==> config.mk <==
export PLATFORM = sky130hd
export DESIGN_NAME = osw_regs
export DESIGN_NICKNAME = d
export VERILOG_FILES = /design/src/shared/osw_pkg.sv /design/src/hdl/osw_regs.sv /design/src/hdl/osw_col_expander.sv
export SDC_FILE = /design/constraint.sdc
export NUM_CORES = 1
export LEC_CHECK = 0
export BUFFER_PORTS_ARGS = -buffer_cell sky130_fd_sc_hd__buf_2
export CORE_ASPECT_RATIO = 0.8
export CORE_UTILIZATION = 45
export DETAILED_ROUTE_END_ITERATION = 10
export GPL_TIMING_DRIVEN = 0
export PLACE_DENSITY = 0.71
export SLEW_MARGIN = 25
export SYNTH_ARGS = -nofsm -noshare
export SYNTH_HDL_FRONTEND = slang
export SYNTH_SLANG_ARGS = --single-unit
==> constraint.sdc <==
create_clock -name clk -period 4.6 [get_ports clk]
set_input_delay 0.23 -clock clk [delete_from_list [all_inputs] [get_ports clk]]
set_output_delay 0.23 -clock clk [all_outputs]
set_load 0.03 [all_outputs]
==> src/shared/osw_pkg.sv <==
// package: register map, field layouts and constants of the window-2 and preamp register bank
package osw_pkg;
  // register byte addresses on the serial control register port
  localparam logic [15:0] OSW_ADDR_VSTART = 16'h8419;
  localparam logic [15:0] OSW_ADDR_PSTART_LO = 16'h841A;
  localparam logic [15:0] OSW_ADDR_PSTART_HI = 16'h841B;
  localparam logic [15:0] OSW_ADDR_COLW_B0 = 16'h841C;
  localparam logic [15:0] OSW_ADDR_COLW_B1 = 16'h841D;
  localparam logic [15:0] OSW_ADDR_COLW_B2 = 16'h841E;
  localparam logic [15:0] OSW_ADDR_COLW_B3 = 16'h841F;
  localparam logic [15:0] OSW_ADDR_BLUE_GAIN = 16'h8430;
  localparam logic [15:0] OSW_ADDR_GREEN_GAIN = 16'h8431;
  localparam logic [15:0] OSW_ADDR_RED_GAIN = 16'h8432;
  localparam logic [15:0] OSW_ADDR_CONTRAST = 16'h8433;
  localparam logic [15:0] OSW_ADDR_CONV1 = 16'h8434;
  localparam logic [15:0] OSW_ADDR_CONV2 = 16'h8435;
  localparam logic [15:0] OSW_ADDR_CONV3 = 16'h8436;

  // field widths
  localparam int OSW_VSTART_W = 8;
  localparam int OSW_PADDR_W = 9;
  localparam int OSW_GAIN_W = 7;
  localparam int OSW_CONV_W = 8;
  localparam int OSW_LINE_W = 9;
  localparam int OSW_COLS = 32;
  localparam int OSW_COL_IDX_W = 6;
  localparam int OSW_FONT_W = 12;
  localparam int OSW_BIT_IDX_W = 4;

  // vertical start is counted in units of two character lines
  localparam logic [OSW_LINE_W-1:0] OSW_VSTART_MULT = 9'h002;
  localparam logic [OSW_BIT_IDX_W-1:0] OSW_LAST_FONT_BIT = 4'hB;
  localparam logic [OSW_COL_IDX_W-1:0] OSW_COL_LIMIT = 6'h20;

  // reset values (none documented, cleared)
  localparam logic [7:0] OSW_RST_BYTE = 8'h00;
  localparam logic [OSW_PADDR_W-1:0] OSW_RST_PADDR = 9'h000;
  localparam logic [OSW_COLS-1:0] OSW_RST_COLW = 32'h0000_0000;
  localparam logic [OSW_GAIN_W-1:0] OSW_RST_GAIN = 7'h00;

  // pixel expander states, gray along idle -> first copy -> second copy
  typedef enum logic [1:0] {
    OSW_ST_IDLE = 2'b00,
    OSW_ST_FIRST = 2'b01,
    OSW_ST_SECOND = 2'b11
  } osw_pix_state_t;
endpackage

==> src/hdl/osw_regs.sv <==
// module: window-2 overlay and preamplifier register bank with window-2 placement logic
module osw_regs (
  input wire logic clk,
  input wire logic rstn,
  // register port from the serial control decoder
  input wire logic [15:0] reg_addr,
  input wire logic reg_wr,
  input wire logic reg_rd,
  input wire logic [7:0] reg_wdata,
  output logic [7:0] reg_rdata_r,
  output logic reg_rvalid_r,
  // vertical timing
  input wire logic frame_start,
  input wire logic char_line_tick,
  output logic win2_top_r,
  output logic win2_active_r,
  // page RAM fetch
  output logic page_rd_r,
  output logic [osw_pkg::OSW_PADDR_W-1:0] page_addr_r,
  input wire logic [7:0] page_rdata,
  output logic row_start_valid_r,
  output logic [7:0] row_start_code_r,
  // horizontal pixel path
  input wire logic line_start,
  input wire logic char_valid,
  input wire logic [osw_pkg::OSW_FONT_W-1:0] char_font,
  input wire logic pix_tick,
  output logic char_ready_r,
  output logic pix_valid_r,
  output logic pix_out_r,
  output logic col_double_r,
  // preamplifier controls
  output logic [osw_pkg::OSW_GAIN_W-1:0] blue_channel_gain_r,
  output logic [osw_pkg::OSW_GAIN_W-1:0] green_channel_gain_r,
  output logic [osw_pkg::OSW_GAIN_W-1:0] red_channel_gain_r,
  output logic [osw_pkg::OSW_GAIN_W-1:0] common_contrast_gain_r,
  output logic [osw_pkg::OSW_CONV_W-1:0] first_converter_code_r,
  output logic [osw_pkg::OSW_CONV_W-1:0] second_converter_code_r,
  output logic [osw_pkg::OSW_CONV_W-1:0] third_converter_code_r
);
  import osw_pkg::*;

  logic [OSW_VSTART_W-1:0] window2_vertical_start_r;
  logic [OSW_PADDR_W-1:0] window2_page_start_address_r;
  logic [OSW_COLS-1:0] window2_column_double_width_r;
  logic [OSW_LINE_W-1:0] line_cnt_r;
  logic [OSW_LINE_W-1:0] top_line;
  logic [7:0] rdata_nxt;
  logic page_fetch_pend_r;

  function automatic logic hit(input logic [15:0] a, input logic [15:0] target);
    hit = (a == target);
  endfunction

  // ==========================================================
  // write strobes, one per mapped byte address
  // writes to unmapped addresses match no strobe and are dropped
  logic wr_vstart;
  logic wr_pstart_lo;
  logic wr_pstart_hi;
  logic wr_colw_b0;
  logic wr_colw_b1;
  logic wr_colw_b2;
  logic wr_colw_b3;
  logic wr_blue;
  logic wr_green;
  logic wr_red;
  logic wr_contrast;
  logic wr_conv1;
  logic wr_conv2;
  logic wr_conv3;

  assign wr_vstart = reg_wr && hit(reg_addr, OSW_ADDR_VSTART);
  assign wr_pstart_lo = reg_wr && hit(reg_addr, OSW_ADDR_PSTART_LO);
  assign wr_pstart_hi = reg_wr && hit(reg_addr, OSW_ADDR_PSTART_HI);
  assign wr_colw_b0 = reg_wr && hit(reg_addr, OSW_ADDR_COLW_B0);
  assign wr_colw_b1 = reg_wr && hit(reg_addr, OSW_ADDR_COLW_B1);
  assign wr_colw_b2 = reg_wr && hit(reg_addr, OSW_ADDR_COLW_B2);
  assign wr_colw_b3 = reg_wr && hit(reg_addr, OSW_ADDR_COLW_B3);
  assign wr_blue = reg_wr && hit(reg_addr, OSW_ADDR_BLUE_GAIN);
  assign wr_green = reg_wr && hit(reg_addr, OSW_ADDR_GREEN_GAIN);
  assign wr_red = reg_wr && hit(reg_addr, OSW_ADDR_RED_GAIN);
  assign wr_contrast = reg_wr && hit(reg_addr, OSW_ADDR_CONTRAST);
  assign wr_conv1 = reg_wr && hit(reg_addr, OSW_ADDR_CONV1);
  assign wr_conv2 = reg_wr && hit(reg_addr, OSW_ADDR_CONV2);
  assign wr_conv3 = reg_wr && hit(reg_addr, OSW_ADDR_CONV3);

  // ==========================================================
  // overlay window registers
  always_ff @(posedge clk or negedge rstn) begin
    if (!rstn) begin
      window2_vertical_start_r <= OSW_RST_BYTE;
    end else if (wr_vstart) begin
      window2_vertical_start_r <= reg_wdata;
    end
  end

  // each address byte takes effect alone, no staging register
  always_ff @(posedge clk or negedge rstn) begin
    if (!rstn) begin
      window2_page_start_address_r <= OSW_RST_PADDR;
    end else begin
      if (wr_pstart_lo) begin
        window2_page_start_address_r[7:0] <= reg_wdata;
      end
      if (wr_pstart_hi) begin
        window2_page_start_address_r[OSW_PADDR_W-1] <= reg_wdata[0];
      end
    end
  end

  always_ff @(posedge clk or negedge rstn) begin
    if (!rstn) begin
      window2_column_double_width_r <= OSW_RST_COLW;
    end else begin
      if (wr_colw_b0) begin
        window2_column_double_width_r[7:0] <= reg_wdata;
      end
      if (wr_colw_b1) begin
        window2_column_double_width_r[15:8] <= reg_wdata;
      end
      if (wr_colw_b2) begin
        window2_column_double_width_r[23:16] <= reg_wdata;
      end
      if (wr_colw_b3) begin
        window2_column_double_width_r[31:24] <= reg_wdata;
      end
    end
  end

  // ==========================================================
  // preamplifier registers
  // bit 7 of the gain bytes is not stored
  always_ff @(posedge clk or negedge rstn) begin
    if (!rstn) begin
      blue_channel_gain_r <= OSW_RST_GAIN;
    end else if (wr_blue) begin
      blue_channel_gain_r <= reg_wdata[OSW_GAIN_W-1:0];
    end
  end

  always_ff @(posedge clk or negedge rstn) begin
    if (!rstn) begin
      green_channel_gain_r <= OSW_RST_GAIN;
    end else if (wr_green) begin
      green_channel_gain_r <= reg_wdata[OSW_GAIN_W-1:0];
    end
  end

  always_ff @(posedge clk or negedge rstn) begin
    if (!rstn) begin
      red_channel_gain_r <= OSW_RST_GAIN;
    end else if (wr_red) begin
      red_channel_gain_r <= reg_wdata[OSW_GAIN_W-1:0];
    end
  end

  always_ff @(posedge clk or negedge rstn) begin
    if (!rstn) begin
      common_contrast_gain_r <= OSW_RST_GAIN;
    end else if (wr_contrast) begin
      common_contrast_gain_r <= reg_wdata[OSW_GAIN_W-1:0];
    end
  end

  always_ff @(posedge clk or negedge rstn) begin
    if (!rstn) begin
      first_converter_code_r <= OSW_RST_BYTE;
    end else if (wr_conv1) begin
      first_converter_code_r <= reg_wdata;
    end
  end

  always_ff @(posedge clk or negedge rstn) begin
    if (!rstn) begin
      second_converter_code_r <= OSW_RST_BYTE;
    end else if (wr_conv2) begin
      second_converter_code_r <= reg_wdata;
    end
  end

  always_ff @(posedge clk or negedge rstn) begin
    if (!rstn) begin
      third_converter_code_r <= OSW_RST_BYTE;
    end else if (wr_conv3) begin
      third_converter_code_r <= reg_wdata;
    end
  end

  // ==========================================================
  // read-back mux, unmapped addresses and reserved bits read zero
  always_comb begin
    rdata_nxt = 8'h00;
    unique case (reg_addr)
      OSW_ADDR_VSTART: rdata_nxt = window2_vertical_start_r;
      OSW_ADDR_PSTART_LO: rdata_nxt = window2_page_start_address_r[7:0];
      OSW_ADDR_PSTART_HI: rdata_nxt = {7'h00, window2_page_start_address_r[OSW_PADDR_W-1]};
      OSW_ADDR_COLW_B0: rdata_nxt = window2_column_double_width_r[7:0];
      OSW_ADDR_COLW_B1: rdata_nxt = window2_column_double_width_r[15:8];
      OSW_ADDR_COLW_B2: rdata_nxt = window2_column_double_width_r[23:16];
      OSW_ADDR_COLW_B3: rdata_nxt = window2_column_double_width_r[31:24];
      OSW_ADDR_BLUE_GAIN: rdata_nxt = {1'b0, blue_channel_gain_r};
      OSW_ADDR_GREEN_GAIN: rdata_nxt = {1'b0, green_channel_gain_r};
      OSW_ADDR_RED_GAIN: rdata_nxt = {1'b0, red_channel_gain_r};
      OSW_ADDR_CONTRAST: rdata_nxt = {1'b0, common_contrast_gain_r};
      OSW_ADDR_CONV1: rdata_nxt = first_converter_code_r;
      OSW_ADDR_CONV2: rdata_nxt = second_converter_code_r;
      OSW_ADDR_CONV3: rdata_nxt = third_converter_code_r;
      default: rdata_nxt = 8'h00;
    endcase
  end

  always_ff @(posedge clk or negedge rstn) begin
    if (!rstn) begin
      reg_rdata_r <= 8'h00;
      reg_rvalid_r <= 1'b0;
    end else begin
      reg_rvalid_r <= reg_rd;
      if (reg_rd) begin
        reg_rdata_r <= rdata_nxt;
      end
    end
  end

  // ==========================================================
  // vertical placement in character lines
  assign top_line = OSW_LINE_W'(window2_vertical_start_r * OSW_VSTART_MULT);

  always_ff @(posedge clk or negedge rstn) begin
    if (!rstn) begin
      line_cnt_r <= '0;
      win2_top_r <= 1'b0;
      win2_active_r <= 1'b0;
    end else begin
      win2_top_r <= 1'b0;
      if (frame_start) begin
        line_cnt_r <= '0;
        win2_active_r <= 1'b0;
      end else if (char_line_tick) begin
        // one tick per character pixel line, however many scan lines it spans
        if (line_cnt_r != '1) begin
          line_cnt_r <= line_cnt_r + 9'h001;
        end
        if (line_cnt_r == top_line) begin
          win2_top_r <= 1'b1;
          win2_active_r <= 1'b1;
        end
      end
    end
  end

  // ==========================================================
  // first-row fetch from the page RAM, one-cycle read latency
  always_ff @(posedge clk or negedge rstn) begin
    if (!rstn) begin
      page_rd_r <= 1'b0;
      page_addr_r <= OSW_RST_PADDR;
      page_fetch_pend_r <= 1'b0;
      row_start_valid_r <= 1'b0;
      row_start_code_r <= 8'h00;
    end else begin
      page_rd_r <= win2_top_r;
      page_fetch_pend_r <= page_rd_r;
      row_start_valid_r <= page_fetch_pend_r;
      if (win2_top_r) begin
        page_addr_r <= window2_page_start_address_r;
      end
      if (page_fetch_pend_r) begin
        row_start_code_r <= page_rdata;
      end
    end
  end

  // ==========================================================
  // horizontal pixel expansion
  osw_col_expander u_expander (
    .clk(clk),
    .rstn(rstn),
    .line_start(line_start),
    .char_valid(char_valid),
    .char_font(char_font),
    .pix_tick(pix_tick),
    .double_en(window2_column_double_width_r),
    .char_ready_r(char_ready_r),
    .pix_valid_r(pix_valid_r),
    .pix_out_r(pix_out_r),
    .col_double_r(col_double_r)
  );
endmodule

==> src/hdl/osw_col_expander.sv <==
// module: horizontal font pixel serialiser with per-column double width
module osw_col_expander (
  input wire logic clk,
  input wire logic rstn,
  input wire logic line_start,
  input wire logic char_valid,
  input wire logic [osw_pkg::OSW_FONT_W-1:0] char_font,
  input wire logic pix_tick,
  input wire logic [osw_pkg::OSW_COLS-1:0] double_en,
  output logic char_ready_r,
  output logic pix_valid_r,
  output logic pix_out_r,
  output logic col_double_r
);
  import osw_pkg::*;

  osw_pix_state_t state_r;
  logic [OSW_FONT_W-1:0] shift_r;
  logic [OSW_BIT_IDX_W-1:0] bit_idx_r;
  logic [OSW_COL_IDX_W-1:0] col_idx_r;

  // columns past the limit are always normal width
  function automatic logic col_is_double(input logic [OSW_COL_IDX_W-1:0] idx,
                                         input logic [OSW_COLS-1:0] en);
    col_is_double = (idx < OSW_COL_LIMIT) && en[idx[OSW_COL_IDX_W-2:0]];
  endfunction

  // ==========================================================
  // column counter
  always_ff @(posedge clk or negedge rstn) begin
    if (!rstn) begin
      col_idx_r <= '0;
    end else if (line_start) begin
      col_idx_r <= '0;
    end else if (state_r == OSW_ST_IDLE && char_valid && col_idx_r < OSW_COL_LIMIT) begin
      col_idx_r <= col_idx_r + 6'h01;
    end
  end

  // ==========================================================
  // pixel sequencer
  always_ff @(posedge clk or negedge rstn) begin
    if (!rstn) begin
      state_r <= OSW_ST_IDLE;
      shift_r <= '0;
      bit_idx_r <= '0;
      char_ready_r <= 1'b1;
      pix_valid_r <= 1'b0;
      pix_out_r <= 1'b0;
      col_double_r <= 1'b0;
    end else begin
      pix_valid_r <= 1'b0;
      if (line_start) begin
        state_r <= OSW_ST_IDLE;
        char_ready_r <= 1'b1;
      end else begin
        unique case (state_r)
          OSW_ST_IDLE: begin
            if (char_valid) begin
              shift_r <= char_font;
              bit_idx_r <= '0;
              col_double_r <= col_is_double(col_idx_r, double_en);
              char_ready_r <= 1'b0;
              state_r <= OSW_ST_FIRST;
            end
          end
          OSW_ST_FIRST: begin
            if (pix_tick) begin
              pix_valid_r <= 1'b1;
              pix_out_r <= shift_r[OSW_FONT_W-1];
              if (col_double_r) begin
                state_r <= OSW_ST_SECOND;
              end else if (bit_idx_r == OSW_LAST_FONT_BIT) begin
                state_r <= OSW_ST_IDLE;
                char_ready_r <= 1'b1;
              end else begin
                shift_r <= {shift_r[OSW_FONT_W-2:0], 1'b0};
                bit_idx_r <= bit_idx_r + 4'h1;
              end
            end
          end
          OSW_ST_SECOND: begin
            if (pix_tick) begin
              pix_valid_r <= 1'b1;
              pix_out_r <= shift_r[OSW_FONT_W-1];
              if (bit_idx_r == OSW_LAST_FONT_BIT) begin
                state_r <= OSW_ST_IDLE;
                char_ready_r <= 1'b1;
              end else begin
                shift_r <= {shift_r[OSW_FONT_W-2:0], 1'b0};
                bit_idx_r <= bit_idx_r + 4'h1;
                state_r <= OSW_ST_FIRST;
              end
            end
          end
          default: begin
            state_r <= OSW_ST_IDLE;
            char_ready_r <= 1'b1;
          end
        endcase
      end
    end
  end
endmodule

==> results of run 1 <==
-- layer usage --
metal	track usage	wire, um	vias up
li1	-	-	2846
met1	0.373	10900	3160
met2	0.386	10300	253
met3	0.0773	1820	27
met4	0.0814	364	0
met5	0	0	-
-- path summary, 6_finish.rpt --
path,end,slack (ns),cells past startpoint
max,red_channel_gain_r[5],2.06,6
min,u_expander.pix_valid_r,0.02,2
min in group asynchronous,line_cnt_r[0],0.42,3
max reg2reg,line_cnt_r[7],2.44,9
max in group asynchronous,window2_column_double_width_r[26],3.42,4
min reg2reg,page_fetch_pend_r,0.37,0
-- worst max-delay path, stage by stage --
cell      delay [ns]
buf_2           0.11
clkbuf_1        0.27
nor3b_1         0.87
nand3_1         0.48
nor2_2          0.52
mux2_1          0.37
-- through the flow --
stage | cell area (um2) | util | total power [mW] | hold slack (ns) | instances
3_5_place_dp | 9200 | 0.525 | 1.93 | 0.282 | 1042
3_3_place_gp | 9140 | 0.521 | 1.92 | 0.357 | 1040
4_1_cts | 9800 | 0.559 | 3.39 | 0.00851 | 1074
6_report | 9800 | 0.559 | 3.36 | 0.0249 | 1074
2_1_floorplan | 8170 | - | 1.79 | -0.0656 | 679
5_1_grt | 9800 | 0.559 | 3.49 | 0.0128 | 1074
-- sequential cells by signal, indices dropped and copies added, names as in the netlist, 8 cells and up --
name	count
first_converter_code_r	8
line_cnt_r	9
page_addr_r	9
reg_rdata_r	8
row_start_code_r	8
second_converter_code_r	8
third_converter_code_r	8
u_expander.shift_r	12
window2_column_double_width_r	32
window2_page_start_address_r	9
window2_vertical_start_r	8
-- synth_stat cells (all sizes together) (3+ instances only) --
master   count  area, um2
nor3         7       35.0
o21ai       24        120
and3        11       68.8
clkbuf      35        131
dfrtp      168       4200
inv          5       18.8
a2bb2oi      3       26.3
nand3       52        260
nand2b       4       25.0
a21oi        6       30.0
a41oi        4       35.0
mux2i       22        220
nor3b        6       45.0
a22oi        5       37.5
xnor2       10       87.6
a22o         5       43.8
nor2        36        163
and2         6       37.5
nor2b       12       75.1
xor2         7       61.3
buf          8       37.5
mux2       125       1410
o32a         5       50.1
o22ai        4       25.0
nand4       22        138
mux4        10        225
nand2       33        124
ha           4       50.1
a31oi        4       25.0
-- area by class of cell --
class	count	share of cell area
repair buffers	139	0.0771
flip-flops and latches	169	0.431
inverters	5	0.00191
multi-input cells	462	0.383
clock inverters	11	0.0151
plain buffers	43	0.0172
well taps	225	0.0287
clock buffers	20	0.0456
-- report_power, final --
part | total, mW | internal [mW] | switching, mW
Combinational | 0.326 | 0.112 | 0.214
Clock | 1.46 | 0.867 | 0.592
Sequential | 1.57 | 1.54 | 0.0301
Total | 3.36 | 2.52 | 0.836
-- kinds of logic after synthesis --
group                      Yosys count  synth area share
buffers and inverters               48            0.0230
DFF                                169             0.518
xor gates and xnor gates            17            0.0182
muxes                              157             0.227
AOI/OAI and AO/OA                   78            0.0716
adders and majority gates            4           0.00612
and+or+nand+nor                    206             0.137
==> metrics.txt, run 1 <==
status finished clean; post-synth cell types 64; hold path startpoint line_start; post-CTS setup buffers 0; routed length per placed instance 21.8 um; worst slew pin tran 1.02 ns; Static Leak 4.85 nW; largest net degree at the start of global routing 92; Mapped Cells 679; cts repair resizes 0; GRT Util Overall 0.262; Initial Util 0.466; Syn. warnings 0; # setup viols final 0; hpwl dp 17.0 mm; WP data required 4.91 ns; syn avg cell area 12.0 um2; DR vias 6286; # DRC 0; full die area 18700 um2; Crit Path Class input port to flip-flop; # H-tree levels 4; Hold Fails Final Rpt 0; routed vias/inst 5.85; RSZ-0062 raised after global routing false; clk sinks 169; Crit path arrival time 2.86 ns; Filler cells 1534; asr flop ratio synth 1.00; Mapped Nets 736; PnR worst setup slack 2.06 ns; post-synthesis sequential area ratio 0.518; Top FF cell, synth dfrtp_1; ANT cells 0; FF+latch count, synth 169; Synth Cell Area 8170 um2; drt first pass iters 8; FP Rows 43; startpoint types input port; power per cell area 343 nW/um2; final net count 894; Area Growth Syn to Fin 20.0%; setup TNS 0 ns; die extent in y 123 um; Worst-path clk slew 0.06 ns; Worst VDD drop 0.232 mV; Worst slew margin 0.322; EDFF count, synth 0; crit path capture type flip-flop; commonest non-fill, non-tap cell in the layout dfrtp_1; Max Clk Rate 0.393 GHz; CTS Buf Count 17; commonest non-fill, non-tap cells in the layout 168 x dfrtp_1, 141 x buf_2, 97 x mux2_1; Setup Slack @ Placement 1.68 ns; Final Wtd Congestion 1.04; Tcrit/Tclk final 0.553; Core Region 17500 um2; starting DRC count in detailed routing 541; vias in the first global route 6229; DRT Wirelength 23.4 mm; final max-slew violation count 0; first-pass GRT wire length 36.6 mm; I/O pin count 139; area of the multi-input gates 3750 um2; crit path time final 2.54 ns; Port-buffer cells 136; worst r2r src line_cnt_r[0]; antenna violations before repair 0; Antenna Nets Post-Route 0; Horiz. Die Dim 153 um; sequential cell area 4230 um2; worst-case clock skew 0.0107 ns; share of cells above drive strength 1 0.270; root buf cell clkbuf_16; GRT overflow 0; hold buffer count at cts 1; Worst-Skew Late Latency 0.43 ns; max-cap violations 0; Hold Crit Class input port to flip-flop; start point of the critical path reg_addr[2]; critical path peak fanout 10; TritonCTS clock tree built; Clock Path Buffers 2
No activity file was read; power rests on OpenSTA's default activity.
==> run 2: changes to the inputs <==
--- a/config.mk
+++ b/config.mk
@@ -5,12 +5,13 @@
 export SDC_FILE = /design/constraint.sdc
 export NUM_CORES = 1
 export LEC_CHECK = 0
+export ABC_AREA = 1
 export BUFFER_PORTS_ARGS = -buffer_cell sky130_fd_sc_hd__buf_2
 export CORE_ASPECT_RATIO = 0.8
 export CORE_UTILIZATION = 45
 export DETAILED_ROUTE_END_ITERATION = 10
 export GPL_TIMING_DRIVEN = 0
-export PLACE_DENSITY = 0.71
+export PLACE_DENSITY = 0.74
 export SLEW_MARGIN = 25
 export SYNTH_ARGS = -nofsm -noshare
 export SYNTH_HDL_FRONTEND = slang
==> constraint.sdc (replaced) <==
create_clock -name clk -period 2.2 [get_ports clk]
set_input_delay 0.11 -clock clk [delete_from_list [all_inputs] [get_ports clk]]
set_output_delay 0.11 -clock clk [all_outputs]
set_load 0.03 [all_outputs]
==> metrics.txt, run 2 <==
critical path peak fanout 4 (was 10); clock power share 0.376 (was 0.434); largest register by flop count window2_column_double_width_r (unchanged); status finished clean (unchanged); vias in the first global route 6971 (was 6229); Worst VDD drop 0.490 mV (was 0.232 mV); largest area contributor in the synthesized netlist dfrtp_1 (unchanged); antenna violations before repair 0 (unchanged); Hold Crit Depth 3 (was 2); syn avg cell area 8.44 um2 (was 12.0 um2); Tcrit/Tclk final 0.906; Filler cells 1570 (was 1534); CTS Buf Count 17 (unchanged); slack of the worst reg-to-reg path 0.21 ns (was 2.44 ns); share of power burned in registers 0.455 (was 0.469); Mapped Nets 1034 (was 736); # setup viols final 0 (unchanged); die extent in y 123 um (about the same); Horiz. Die Dim 153 um (about the same); crit path capture type flip-flop (unchanged); ANT cells 0 (unchanged); Syn. warnings 0 (unchanged); Hold Crit Class input port to flip-flop (unchanged); startpoint types flip-flop (was input port); Pint 5.42 mW (was 2.52 mW); Final Wtd Congestion 0.883 (was 1.04); TritonCTS clock tree built (unchanged); Largest register FFs 32 (unchanged); asr flop ratio synth 1.00 (unchanged); start point of the critical path line_cnt_r[0] (was reg_addr[2]); RSZ-0062 raised after global routing false (unchanged); WP data required 2.56 ns (was 4.91 ns); Max Clk Rate 0.502 GHz; full die area 18900 um2 (was 18700 um2); post-layout util 0.575 (was 0.559); worst r2r src line_cnt_r[0] (unchanged); Clock Path Buffers 2 (unchanged); Worst-Skew Late Latency 0.43 ns (about the same); commonest non-fill, non-tap cell in the layout nand2_1 (was dfrtp_1); final max-slew violation count 0 (unchanged); top cells by area, synth dfrtp_1 51%, nand2_1 11%, nand3_1 6.9% (was dfrtp_1 51%, mux2_1 13%, mux2_2 3.9%); final net count 1223 (was 894); cells on worst reg2reg path 13 (was 9); worst setup path end line_cnt_r[7] (was red_channel_gain_r[5]); post-synth top area share 0.510 (was 0.514); clk sinks 169 (unchanged); I/O pin count 139 (unchanged); # DRC 0 (unchanged); Core Region 17600 um2 (was 17500 um2); GRT Util Overall 0.253 (was 0.262); starting DRC count in detailed routing 567 (was 541); busiest layer in global routing met2 (unchanged); Static Leak 4.97 nW (was 4.85 nW); area of the multi-input gates 3470 um2 (was 3750 um2); Antenna Nets Post-Route 0 (unchanged); DRT Wirelength 23.1 mm (was 23.4 mm); post-synth cell types 41 (was 64); Crit path arrival time 2.35 ns (was 2.86 ns); drt first pass iters 5 (was 8); Top FF cell, synth dfrtp_1 (unchanged); met1 Track Usage GR 0.340 (was 0.373); largest net degree at the start of global routing 87 (was 92); GRT overflow 0 (unchanged); hpwl dp 16.3 mm (was 17.0 mm); Worst-path clk slew 0.07 ns (was 0.06 ns); Port-buffer cells 138 (was 136); first-pass GRT wire length 36.4 mm (was 36.6 mm); Area Growth Syn to Fin 23.0% (was 20.0%); met2 usage 0.407 (was 0.386); most frequent cells after synthesis 234 x nand2_1, 168 x dfrtp_1, 113 x nand3_1 (was 168 x dfrtp_1, 97 x mux2_1, 52 x nand3_1); sequential cell area 4230 um2 (unchanged); Net Sw Frac 0.305 (was 0.249); routed vias/inst 5.37 (was 5.85); Worst slew margin 0.463 (was 0.322); Hold Fails Final Rpt 0 (unchanged); Crit Path Class flip-flop to flip-flop (was input port to flip-flop); FF+latch count, synth 169 (unchanged); # H-tree levels 4 (unchanged); worst-case clock skew 0.0104 ns (was 0.0107 ns); EDFF count, synth 0 (unchanged); root buf cell clkbuf_16 (unchanged); Mapped Cells 977 (was 679); worst slew pin tran 0.806 ns (was 1.02 ns); commonest non-fill, non-tap cells in the layout 233 x nand2_1, 168 x dfrtp_1, 146 x buf_2 (was 168 x dfrtp_1, 141 x buf_2, 97 x mux2_1); post-synthesis sequential area ratio 0.513 (was 0.518); routing usage on met3 0.0624 (was 0.0773); Initial Util 0.467 (was 0.466); PnR worst setup slack 0.207 ns (was 2.06 ns); sw power 2.38 mW (was 836 uW); DR vias 7543 (was 6286); reg2reg end line_cnt_r[7] (unchanged); largest registers window2_column_double_width_r (32), u_expander.shift_r (12) (unchanged); Finished Cell Area 10100 um2 (was 9800 um2); crit path time final 1.99 ns; most frequent cell after synthesis nand2_1 (was dfrtp_1); routed length per placed instance 16.5 um (was 21.8 um); FP Rows 43 (unchanged); max-cap violations 0 (unchanged); power per cell area 768 nW/um2 (was 343 nW/um2); DP Area 9260 um2 (was 9200 um2); share of cells above drive strength 1 0.215 (was 0.270); Setup Slack @ Placement 0.00526 ns (was 1.68 ns); Synth Cell Area 8250 um2 (was 8170 um2); combinational group share of total power 0.168 (was 0.097)
## run 2: power groups by stage
stage                     clock network [mW]  registers (mW)  logic [mW]
after floorplan                            0            3.79       0.637
final                                   2.93            3.55        1.31
after detailed placement                   0            3.60        1.26
after global placement                     0            3.59        1.22
after CTS                               2.97            3.55        1.31
after global routing                    3.11            3.58        1.46
## run 2: cell type report
| cell class | instances | share of cell area |
|---|---|---|
| Buffer | 42 | 0.0293 |
| Clock buffer | 18 | 0.0423 |
| Clock inverter | 14 | 0.0138 |
| Inverter | 70 | 0.0259 |
| Multi-Input combinational cell | 696 | 0.342 |
| Sequential cell | 169 | 0.417 |
| Tap cell | 225 | 0.0277 |
| Timing Repair Buffer | 170 | 0.102 |
## run 2: logic make-up after synthesis
logic type               after synthesis  share of synthesized area
adder cells (fa/ha/maj)                4                    0.00607
flip-flops                           169                      0.513
AND/OR/NAND/NOR                      492                      0.273
buffers and inverters                112                     0.0679
XOR/XNOR                               2                    0.00212
multiplexers                          13                     0.0176
AO/OA/AOI/OAI                        185                      0.120
## run 2: stage by stage
step                power (mW)  TNS (ns)  cells  hold slack [ns]
finish                    7.80         0   1404           0.0162
CTS                       7.83         0   1402          0.00133
global route              8.14         0   1404           0.0192
detailed placement        4.86         0   1341            0.166
floorplan                 4.43         0    977           -0.186
global placement          4.81   -273.42   1340            0.242
## run 2: worst min path at each step
stage | from | endpoint
final | reg_wdata[6] | window2_page_start_address_r[6]
after detailed placement | rstn | row_start_code_r[7]
after global routing | reg_wdata[6] | window2_vertical_start_r[6]
after CTS | reg_wdata[6] | window2_vertical_start_r[6]
after global placement | reg_rd | reg_rvalid_r
after floorplan | rstn | blue_channel_gain_r[0]
## run 2: worst max-delay path, cell delays in order, from the launching register on
cell and delay, ns:
dfrtp_1 0.40, ha_1 0.23, nand2_2 0.10, nor3_2 0.05, nand2_1 0.06, nor2_1 0.05, ha_1 0.21, nor2_4 0.11
inv_1 0.09, nor2_1 0.13, nand3_1 0.11, o21ai_0 0.17, nand2_1 0.06, a31oi_1 0.14
## run 2: what timing repair did
| action | CTS | global route |
|---|---|---|
| endpoints found under the hold margin | 119 | 0 |
| buffers inserted | 0 | 2 |
| pin swaps | 0 | 2 |
| endpoints found under the setup margin | 1 | 4 |
| resized for setup | 1 | 3 |
| hold buffers | 29 | 0 |
## run 2: layer usage
| layer | routed length [um] | vias up |
|---|---|---|
| met5 | 0 | - |
| met4 | 426 | 0 |
| met3 | 1710 | 34 |
| met2 | 10500 | 318 |
| met1 | 10500 | 3561 |
| li1 | - | 3630 |
